--- src/rtl/oag_pkg.sv ---
// Shared constants and types for the operand address generator
package oag_pkg;
  // ---------------------------------------------------------------
  // Prefix bytes and address limits
  // ---------------------------------------------------------------
  localparam logic [7:0] PFX_SECOND_INDEX = 8'h90;
  localparam logic [7:0] PFX_INDIRECT = 8'h92;
  localparam logic [15:0] PAGE0_LAST = 16'h00FF;
  localparam logic [15:0] SHORT_IDX_LAST = 16'h01FE;
  localparam logic [7:0] PAGE0_HIGH = 8'h00;
  localparam logic [15:0] REL_BACK = 16'h0080;
  localparam logic [15:0] REL_FWD = 16'h007F;

  // ---------------------------------------------------------------
  // Addressing modes and sequencer states
  // ---------------------------------------------------------------
  typedef enum logic [4:0] {
    M_INH = 5'h00, M_IMM = 5'h01, M_DIR_S = 5'h02, M_DIR_L = 5'h03,
    M_IDX0 = 5'h04, M_IDX_S = 5'h05, M_IDX_L = 5'h06, M_IND_S = 5'h07,
    M_IND_L = 5'h08, M_IIDX_S = 5'h09, M_IIDX_L = 5'h0A, M_REL = 5'h0B,
    M_REL_IND = 5'h0C, M_BIT = 5'h0D, M_BIT_IND = 5'h0E, M_BITREL = 5'h0F,
    M_BITREL_IND = 5'h10
  } oag_mode_t;

  typedef enum logic [2:0] {
    S_IDLE = 3'h0, S_OP = 3'h1, S_ARG = 3'h2, S_DISP = 3'h3, S_PTR = 3'h4,
    S_CALC = 3'h5
  } oag_state_t;

  // Fetch shape of one mode
  typedef struct packed {
    logic [1:0] narg;
    logic [1:0] nptr;
    logic idx;
    logic disp_code;
    logic rel;
    logic rel_ptr;
  } oag_attr_t;

  typedef struct packed {
    logic [15:0] pc;
    logic [7:0] x;
    logic [7:0] y;
  } oag_req_t;

  typedef struct packed {
    logic [15:0] ea;
    logic [15:0] target;
    logic [7:0] opcode;
    oag_mode_t mode;
    logic [7:0] imm;
    logic [2:0] len;
    logic ysel;
    logic ind;
  } oag_res_t;
endpackage : oag_pkg

--- src/rtl/oag_addr_gen.sv ---
// Operand fetch and effective address generation for the 8-bit core
// Notes on behaviour
// RQ1: An inherent instruction is the opcode byte alone with no operand fetch.
// RQ2: An immediate instruction is two bytes, the second being the operand value.
// RQ3: Short direct fetches one address byte, reaching 00 to FF only.
// RQ4: Long direct fetches a two-byte address reaching the whole 64 Kbyte space.
// RQ5: Indexed address is the unsigned sum of the chosen index register and the offset.
// RQ6: No-offset indexed fetches no byte and uses the index register alone.
// RQ7: Short indexed adds a one-byte offset unsigned, reaching 00 to 1FE.
// RQ8: Long indexed adds a two-byte offset, reaching the whole 64 Kbyte space.
// RQ9: Indirect modes read a pointer from the page-zero location after the opcode.
// RQ10: Short indirect uses a one-byte pointer, long indirect a two-byte pointer.
// RQ11: Indirect indexed adds the index register to the pointer read from memory.
// RQ12: Relative jumps add a signed byte to the address of the next instruction.
// RQ13: Read-modify-write opcode groups only ever decode to short forms.
// RQ14: No-offset indexed costs no byte with the first index, one with the second.
// RQ15: Prefix 90 swaps the second index register in for the first.
// RQ16: Prefix 92 turns direct and first-index forms into their indirect forms.
// RQ17: Words are fetched high byte first, operand bytes in ascending order.
`timescale 1ns/10ps
module oag_addr_gen (
  input wire logic clk_in,
  input wire logic reset_in,
  input wire logic start_in,
  input wire oag_pkg::oag_req_t req_in,
  input wire logic [7:0] mem_rdata_in,
  input wire logic mem_valid_in,
  output logic mem_req_out,
  output logic [15:0] mem_addr_out,
  output logic busy_out,
  output logic done_out,
  output oag_pkg::oag_res_t result_out
);
  // ---------------------------------------------------------------
  // Mode decode
  // ---------------------------------------------------------------
  // Opcode group sits in the upper nibble; groups 0,1,3,6,7 are the
  // read-modify-write ones and never get a long form.
  function automatic oag_pkg::oag_mode_t mode_of(input logic [7:0] op, input logic ind);
    oag_pkg::oag_mode_t m;
    m = oag_pkg::M_INH;
    case (op[7:4])
      4'h0: m = ind ? oag_pkg::M_BITREL_IND : oag_pkg::M_BITREL;
      4'h1: m = ind ? oag_pkg::M_BIT_IND : oag_pkg::M_BIT;
      4'h2: m = ind ? oag_pkg::M_REL_IND : oag_pkg::M_REL;
      4'h3, 4'hB: m = ind ? oag_pkg::M_IND_S : oag_pkg::M_DIR_S; // see RQ13 RQ16
      4'h6, 4'hE: m = ind ? oag_pkg::M_IIDX_S : oag_pkg::M_IDX_S; // see RQ13 RQ16
      4'h7, 4'hF: m = oag_pkg::M_IDX0;
      4'hA: m = oag_pkg::M_IMM;
      4'hC: m = ind ? oag_pkg::M_IND_L : oag_pkg::M_DIR_L; // see RQ16
      4'hD: m = ind ? oag_pkg::M_IIDX_L : oag_pkg::M_IDX_L; // see RQ16
      default: m = oag_pkg::M_INH; // see RQ1
    endcase
    return m;
  endfunction : mode_of

  function automatic oag_pkg::oag_attr_t attr_of(input oag_pkg::oag_mode_t m);
    oag_pkg::oag_attr_t a;
    a = '0;
    a.narg = 2'h1; // see RQ2 RQ3 RQ7
    case (m)
      oag_pkg::M_INH: a.narg = 2'h0; // see RQ1
      oag_pkg::M_IDX0: begin
        a.narg = 2'h0; // see RQ6 RQ14
        a.idx = 1'b1;
      end
      oag_pkg::M_DIR_L: a.narg = 2'h2; // see RQ4
      oag_pkg::M_IDX_S: a.idx = 1'b1;
      oag_pkg::M_IDX_L: begin
        a.narg = 2'h2; // see RQ8
        a.idx = 1'b1;
      end
      oag_pkg::M_IND_S, oag_pkg::M_BIT_IND: a.nptr = 2'h1; // see RQ10
      oag_pkg::M_IND_L: a.nptr = 2'h2; // see RQ10
      oag_pkg::M_IIDX_S: begin
        a.nptr = 2'h1; // see RQ11
        a.idx = 1'b1;
      end
      oag_pkg::M_IIDX_L: begin
        a.nptr = 2'h2; // see RQ11
        a.idx = 1'b1;
      end
      oag_pkg::M_REL: a.rel = 1'b1;
      oag_pkg::M_REL_IND: begin
        a.nptr = 2'h1;
        a.rel = 1'b1;
        a.rel_ptr = 1'b1;
      end
      oag_pkg::M_BITREL: begin
        a.disp_code = 1'b1;
        a.rel = 1'b1;
      end
      oag_pkg::M_BITREL_IND: begin
        a.disp_code = 1'b1;
        a.rel = 1'b1;
        a.nptr = 2'h1;
      end
      default: a.narg = 2'h1;
    endcase
    return a;
  endfunction : attr_of

  // ---------------------------------------------------------------
  // Sequencer state
  // ---------------------------------------------------------------
  oag_pkg::oag_state_t state;
  oag_pkg::oag_mode_t mode;
  logic [15:0] pc;
  logic [15:0] start_pc;
  logic [7:0] x_reg;
  logic [7:0] y_reg;
  logic ysel;
  logic ind;
  logic pfx_seen;
  logic [7:0] opcode;
  logic [15:0] arg;
  logic [15:0] ptr;
  logic [7:0] disp;
  logic [1:0] cnt;

  wire oag_pkg::oag_mode_t dec_mode = mode_of(mem_rdata_in, ind);
  wire oag_pkg::oag_attr_t dec_attr = attr_of(dec_mode);
  wire oag_pkg::oag_attr_t cur_attr = attr_of(mode);
  wire take = mem_req_out && mem_valid_in;
  wire [15:0] pc_inc = pc + 16'h0001;
  wire is_pfx_y = !pfx_seen && mem_rdata_in == oag_pkg::PFX_SECOND_INDEX; // see RQ15
  wire is_pfx_i = !pfx_seen && mem_rdata_in == oag_pkg::PFX_INDIRECT; // see RQ16
  wire arg_last = cnt == cur_attr.narg - 2'h1;
  wire ptr_last = cnt == cur_attr.nptr - 2'h1;
  // Pointer stays in page zero; a word pointer at FF wraps to 00.
  wire [15:0] ptr_loc = {oag_pkg::PAGE0_HIGH, arg[7:0]}; // see RQ9
  wire [15:0] ptr_loc_hi = {oag_pkg::PAGE0_HIGH, arg[7:0] + 8'h01};
  wire [15:0] shifted_arg = {arg[7:0], mem_rdata_in}; // see RQ17
  wire [15:0] shifted_ptr = {ptr[7:0], mem_rdata_in}; // see RQ17

  // ---------------------------------------------------------------
  // Address arithmetic
  // ---------------------------------------------------------------
  wire [7:0] idx_val = ysel ? y_reg : x_reg; // see RQ15
  wire [15:0] base = (cur_attr.nptr != 2'h0) ? ptr : arg; // see RQ9
  wire [15:0] idx_sum = base + {8'h00, idx_val}; // see RQ5 RQ11
  wire [7:0] rel_disp = cur_attr.rel_ptr ? ptr[7:0] : (cur_attr.disp_code ? disp : arg[7:0]);
  wire [15:0] rel_tgt = pc + {{8{rel_disp[7]}}, rel_disp}; // see RQ12
  wire [15:0] ea_val = cur_attr.idx ? idx_sum : ((mode == oag_pkg::M_REL ||
      mode == oag_pkg::M_REL_IND) ? rel_tgt : base);
  wire [15:0] len_full = pc - start_pc;

  always_ff @(posedge clk_in) begin
    if (reset_in) begin
      state <= oag_pkg::S_IDLE;
      mode <= oag_pkg::M_INH;
      pc <= 16'h0000;
      start_pc <= 16'h0000;
      x_reg <= 8'h00;
      y_reg <= 8'h00;
      ysel <= 1'b0;
      ind <= 1'b0;
      pfx_seen <= 1'b0;
      opcode <= 8'h00;
      arg <= 16'h0000;
      ptr <= 16'h0000;
      disp <= 8'h00;
      cnt <= 2'h0;
      mem_req_out <= 1'b0;
      mem_addr_out <= 16'h0000;
      busy_out <= 1'b0;
      done_out <= 1'b0;
      result_out <= '0;
    end else begin
      done_out <= 1'b0;
      case (state)
        oag_pkg::S_IDLE: begin
          if (start_in) begin
            pc <= req_in.pc;
            start_pc <= req_in.pc;
            x_reg <= req_in.x;
            y_reg <= req_in.y;
            ysel <= 1'b0;
            ind <= 1'b0;
            pfx_seen <= 1'b0;
            mem_req_out <= 1'b1;
            mem_addr_out <= req_in.pc;
            busy_out <= 1'b1;
            state <= oag_pkg::S_OP;
          end
        end
        oag_pkg::S_OP: begin
          if (take) begin
            pc <= pc_inc;
            mem_addr_out <= pc_inc;
            if (is_pfx_y || is_pfx_i) begin
              pfx_seen <= 1'b1;
              ysel <= is_pfx_y; // see RQ15
              ind <= is_pfx_i; // see RQ16
            end else begin
              opcode <= mem_rdata_in;
              mode <= dec_mode;
              arg <= 16'h0000;
              ptr <= 16'h0000;
              cnt <= 2'h0;
              if (dec_attr.narg != 2'h0) begin
                state <= oag_pkg::S_ARG;
              end else begin
                mem_req_out <= 1'b0; // see RQ1 RQ6
                state <= oag_pkg::S_CALC;
              end
            end
          end
        end
        oag_pkg::S_ARG: begin
          if (take) begin
            arg <= shifted_arg; // see RQ17
            pc <= pc_inc;
            cnt <= arg_last ? 2'h0 : cnt + 2'h1;
            if (!arg_last) begin
              mem_addr_out <= pc_inc;
            end else if (cur_attr.disp_code) begin
              mem_addr_out <= pc_inc;
              state <= oag_pkg::S_DISP;
            end else if (cur_attr.nptr != 2'h0) begin
              mem_addr_out <= {oag_pkg::PAGE0_HIGH, mem_rdata_in}; // see RQ9
              state <= oag_pkg::S_PTR;
            end else begin
              mem_req_out <= 1'b0;
              state <= oag_pkg::S_CALC;
            end
          end
        end
        oag_pkg::S_DISP: begin
          if (take) begin
            disp <= mem_rdata_in;
            pc <= pc_inc;
            if (cur_attr.nptr != 2'h0) begin
              mem_addr_out <= ptr_loc;
              state <= oag_pkg::S_PTR;
            end else begin
              mem_req_out <= 1'b0;
              state <= oag_pkg::S_CALC;
            end
          end
        end
        oag_pkg::S_PTR: begin
          if (take) begin
            ptr <= shifted_ptr; // see RQ10 RQ17
            cnt <= cnt + 2'h1;
            mem_addr_out <= ptr_loc_hi;
            if (ptr_last) begin
              mem_req_out <= 1'b0;
              state <= oag_pkg::S_CALC;
            end
          end
        end
        oag_pkg::S_CALC: begin
          result_out.ea <= ea_val;
          result_out.target <= rel_tgt;
          result_out.opcode <= opcode;
          result_out.mode <= mode;
          result_out.imm <= arg[7:0]; // see RQ2
          result_out.len <= len_full[2:0];
          result_out.ysel <= ysel;
          result_out.ind <= ind;
          done_out <= 1'b1;
          busy_out <= 1'b0;
          state <= oag_pkg::S_IDLE;
        end
        default: begin
          mem_req_out <= 1'b0;
          busy_out <= 1'b0;
          state <= oag_pkg::S_IDLE;
        end
      endcase
    end
  end

  wire [2:0] pfx_n = {2'h0, result_out.ysel} + {2'h0, result_out.ind};
  wire [15:0] end_pc = start_pc + {13'h0000, result_out.len};
  wire [15:0] rel_gap = result_out.target - end_pc;
  wire rmw_grp = result_out.opcode[7:4] inside {4'h0, 4'h1, 4'h3, 4'h6, 4'h7};
endmodule : oag_addr_gen

--- config.mk ---
export PLATFORM = sky130hd
export DESIGN_NAME = oag_addr_gen
export DESIGN_NICKNAME = d
export VERILOG_FILES = /design/src/rtl/oag_pkg.sv /design/src/rtl/oag_addr_gen.sv
export SDC_FILE = /design/constraint.sdc
export NUM_CORES = 1
export LEC_CHECK = 0
export ABC_AREA = 1
export BUFFER_PORTS_ARGS = -buffer_cell sky130_fd_sc_hd__buf_2
export CAP_MARGIN = 20
export CORE_MARGIN = 2
export CORE_UTILIZATION = 35
export DETAILED_ROUTE_END_ITERATION = 10
export SYNTH_ARGS = -nofsm -noshare
export SYNTH_HDL_FRONTEND = slang
export SYNTH_SLANG_ARGS = --single-unit
--- constraint.sdc ---
create_clock -name clk_in -period 3.2 [get_ports clk_in]
set_input_delay 0.32 -clock clk_in [delete_from_list [all_inputs] [get_ports clk_in]]
set_output_delay 0.32 -clock clk_in [all_outputs]
set_load 0.01 [all_outputs]
---- Yosys cells after proc, flatten, opt, wreduce, memory -nomap -nowiden ----
Index checks and enable logic that the tools add are counted.
Widths: inputs -> output; s select.
operators by class
  reduce and logical (&&, ||, !) cells .... 43
  equality and inequality tests ........... 50
  bitwise operators ....................... 3
  add/subtract/negate cells ............... 8
  mux-type cells .......................... 79
operator list
  kind                   number
  $mux 16                16
  $pmux 16 s2            3
  $pmux 16 s5            1
  $pmux 5 s9             1
  $mux 3                 12
  $eq 5x4->1 const B     7
  $eq 5x3->1 const B     6
  $eq 4x4->1 const B     6
  $mux 8                 3
  $ne 2x2->1 const B     12
  $mux 1                 23
  $reduce_or 2->1        9
  $add 16x1->16 const B  1
  $add 16x16->16         1
  $add 16x8->16          1
  $eq 8x8->1 const B     2
  $reduce_and 8->1       2
  $pmux 3 s5             1
  $mux 2                 6
  $mux 4                 3
  $pmux 2 s2             3
  $reduce_and 4->1       3
  $reduce_bool 2->1      6
  $reduce_and 11->1      1
  other kinds (34)       54
storage, ports and cells
  word-level logic and storage cells ...... 209
  output and inout port bits .............. 77
  bits in registers ....................... 173

---- Longest topological paths before layout ----
  word-level depth ........................ 11
  gate-level depth with buffers ........... 28
  gate-level depth less buffers ........... 25

---- Least setup slack after synthesis ----
No wires, ideal clock.
  path type ............................... register to register
  from .................................... reg mode[1]
  to ...................................... reg result_out[56] in the netlist's numbering
  setup slack ............................. -0.250 ns
  clock period less this slack ............ 3.450 ns
  buffers on the path ..................... 3
  stages on the path, launching flop included .. 28
  required time ........................... 3.083 ns
  arrival time ............................ 3.333 ns
  library setup time ...................... 0.117 ns
  cells stage by stage .................... dfxtp_1 nor2_2 nand2_2 inv_1 nor2_1 nand3_1 inv_1 ha_1 buf_2 buf_2 clkbuf_1 nand2_1 o21ai_0 ha_1 inv_1 fa_1 inv_1 nand3_1 nand3_1 nand3_1 nand2_1 nand2_1 nor2_1 nand2_1 nand3_1 nand2_1 a21oi_1 nor2_1
between the ends
  longest elaborated chain between the ends .. 8
ends and longest elaborated chain
  what                                             line                 source
  start: declaration                               oag_addr_gen.sv:107  oag_pkg::oag_mode_t mode;
  start signal: assignment                         oag_addr_gen.sv:151  mode <= oag_pkg::M_INH;
  start signal: assignment                         oag_addr_gen.sv:197  mode <= dec_mode;
  $eq 5x5->1 / $eq 5x4->1 (equally long branches)  --
  $reduce_or 2->1 (no line)                        --
  $mux 1                                           oag_addr_gen.sv:61   case (m)
  $mux 8 (2 in series)                             oag_addr_gen.sv:142  wire [7:0] rel_disp = cur_attr.rel_ptr ? ptr[7:0] : (cur_attr.disp_code ? disp : arg[7:0]);
  $add 16x16->16                                   oag_addr_gen.sv:143  wire [15:0] rel_tgt = pc + {{8{rel_disp[7]}}, rel_disp};
  $mux 16                                          oag_addr_gen.sv:145  mode == oag_pkg::M_REL_IND) ? rel_tgt : base);
  $mux 16 (*)                                      oag_addr_gen.sv:144  wire [15:0] ea_val = cur_attr.idx ? idx_sum : ((mode == oag_pkg::M_REL ||
  end: declaration                                 oag_addr_gen.sv:32   output oag_pkg::oag_res_t result_out
Mark *: on every way between the ends. The rest lies on a longest branch, timed or not.
A chain may end at the register's enable or synchronous reset.

---- Worst setup path after layout ----
  from .................................... reg mode[2]
  to ...................................... reg result_out[56] in the netlist's numbering
The elaborated chain is that of the path after synthesis.

==> results.ini <==
[status]
status = complete, no violations

[finish]
final_cell_mix = 278 x nand2_1, 190 x nor2_1, 168 x dfxtp_1
largest_register_ffs = 58
top_register = result_out
fin_util_pct = 42.8
layout.nets = 1712
area_growth_pct = 20.2
antennaDiodeCount = 0
layout_commonest_cell = nand2_1
drive_above_1_share_pct = 17.3

[yosys]
synthArstFlopShare_pct = 0
avgSynthCellArea_um2 = 6.56
syn_nets = 1581
syn_area_um2 = 9890
yosysWarningCount = 0
synth-seq-cells = 173
yosysSeqAreaShare_pct = 35.0
syn_inst = 1507
synth-edff-count = 0
yosys_most_used_dff = dfxtp_1
ys_types = 47

[worst_hold_path]
hold_path_depth = 3
hp-class = in2reg

[clock_tree]
path_clk_slew_ns = 0.08
numCtsBuffers = 17
clockRootBuffer = clkbuf_16
cts_max_path_buffers = 2
clkLatencyLatePin_ns = 0.45
cts_tree = done
clock_sinks = 173
htree_levels = 4

[route]
drtAntennaViolNets = 0
wl_per_cell_um = 16.2
viasPerCell = 5.18
wl_mm = 32.8
first_pass_iters = 5
drtIter0Drc = 804
route.detailed.drc = 0
vias = 10510

[floorplan]
die_area_um2 = 29600
ioPinCount = 121
fp-row-count = 61
core_um2 = 27800
die_width_um = 172
die_h_um = 172
initial_core_util_pct = 35.6

[placement]
port_buffers = 120
place.gp.congestion = 0.932
hpwl_mm = 24.0
pre_cts_slack_ns = -0.0649

[pwr]
p_per_area_nw_per_um2 = 658
p_leak_nw = 5.52
peakVddDrop_v = 0.000325

[critical_path]
cp.required_ns = 3.54
worst_setup_path_end_kind = flip-flop
reg2regPathDepth = 25
worst_setup_path_start_kind = flip-flop
crit_arrival_ns = 3.39
critical_path_class = reg2reg
crit_fanout = 6

[sta]
max_slew_margin_pct = 39.8
fin_ws_ns = 0.148
period_needed_ns = 3.05
grt_setup_unrepaired = yes
fmax_ghz = 0.328
final-max-slew-violation-count = 0
worst_slew_pin_slew_ns = 0.899
finalSetupViolCount = 0
hold_viol = 0
fin_worst_skew_ns = 0.0202
finalCritPeriodShare_pct = 95.4
worst_hold_slack_ns = 0.0956
fin_tns_setup_ns = 0

[global_route]
grt_overflow_total = 0
antenna_found_initial = 0
grt_pass1_wl_mm = 50.9
grt_max_degree = 60
grt_usage_pct = 21.9
first_global_vias = 9666

[run]
drv_cap = 0

-- cells by family after synthesis --
kind of cell / synth area share [%]
simple gates: 27.4
compound gates: 21.6
buf+inv: 9.82
flops: 35.0
fa+ha+maj: 4.02
xor+xnor: 2.04
mux: 0.101
-- power breakdown --
| group | total (mW) | switching [mW] | internal (mW) |
|---|---|---|---|
| sequential | 2.71 | 0.246 | 2.47 |
| combinational | 2.92 | 1.92 | 0.997 |
| clock | 2.19 | 1.12 | 1.07 |
-- metal layers --
metal	global-route usage (%)	share of wire, %
met5	0	0
met1	29.7	45
met4	7.78	2.5
met2	35.5	46
met3	3.23	6.2
-- cells in the mapped netlist, drive strengths merged (21+ instances only) --
cell | number | area share, %
clkbuf | 35 | 1.3
nand2 | 285 | 11
nand3 | 99 | 5.2
buf | 34 | 1.7
nor2 | 202 | 7.9
o22ai | 24 | 1.5
nor3 | 22 | 1.2
dfxtp | 173 | 35
a21oi | 138 | 7.1
ha | 27 | 3.4
o21ai | 174 | 8.9
inv | 174 | 6.6
o211ai | 21 | 1.6
-- cell type report --
type                    count  area, um^2
fillers                  2991       15900
multi-input cells        1087        5590
flip-flops and latches    173        3470
repair buffers            181        1070
inverters                 178         668
well taps                 378         473
clock buffers              17         425
clock inverters            15         186
-- final timing paths --
kind	from	endpoint	slack [ns]
worst max-delay path	mode[2]	result_out[56]	0.15
worst min-delay path	req_in[7]	y_reg[7]	0.1
worst max register to register	mode[2]	result_out[56]	0.15
worst min register to register	x_reg[5]	x_reg[5]	0.45
-- worst max-delay path: stages, from the launching register on --
cell,delay [ns]
dfxtp_4,0.40
nand2_4,0.07
nor2_4,0.12
nand2_2,0.06
inv_2,0.06
nor2_1,0.04
nand3_1,0.09
inv_2,0.06
ha_4,0.18
buf_4,0.16
o21ai_2,0.13
ha_2,0.19
inv_1,0.06
fa_2,0.39
inv_2,0.07
nand3_1,0.07
nand3_2,0.09
nand3_2,0.08
nand2_2,0.08
nand2_2,0.06
nor2_2,0.10
nand2_1,0.06
nand3_1,0.08
nand2_1,0.08
a21oi_2,0.13
nor2_1,0.04
-- what timing repair did --
item / 4_1_cts / 5_1_grt
pin swaps: 0 / 5
resized for setup: 2 / 50
cloned: 0 / 0
buffers inserted: 0 / 6
hold buffers: 0 / 0
setup endpoints to repair: 2 / 16
-- through the flow --
stage / cells / power (mW) / instance area (um^2)
detailed placement: 1991 / 5.60 / 11100
global placement: 1991 / 5.59 / 11100
CTS: 2023 / 7.78 / 11700
global route: 2029 / 8.31 / 11900
floorplan: 1507 / 4.68 / 9930
finish: 2029 / 7.82 / 11900
Note: power is estimated with default switching activity, not from simulation.
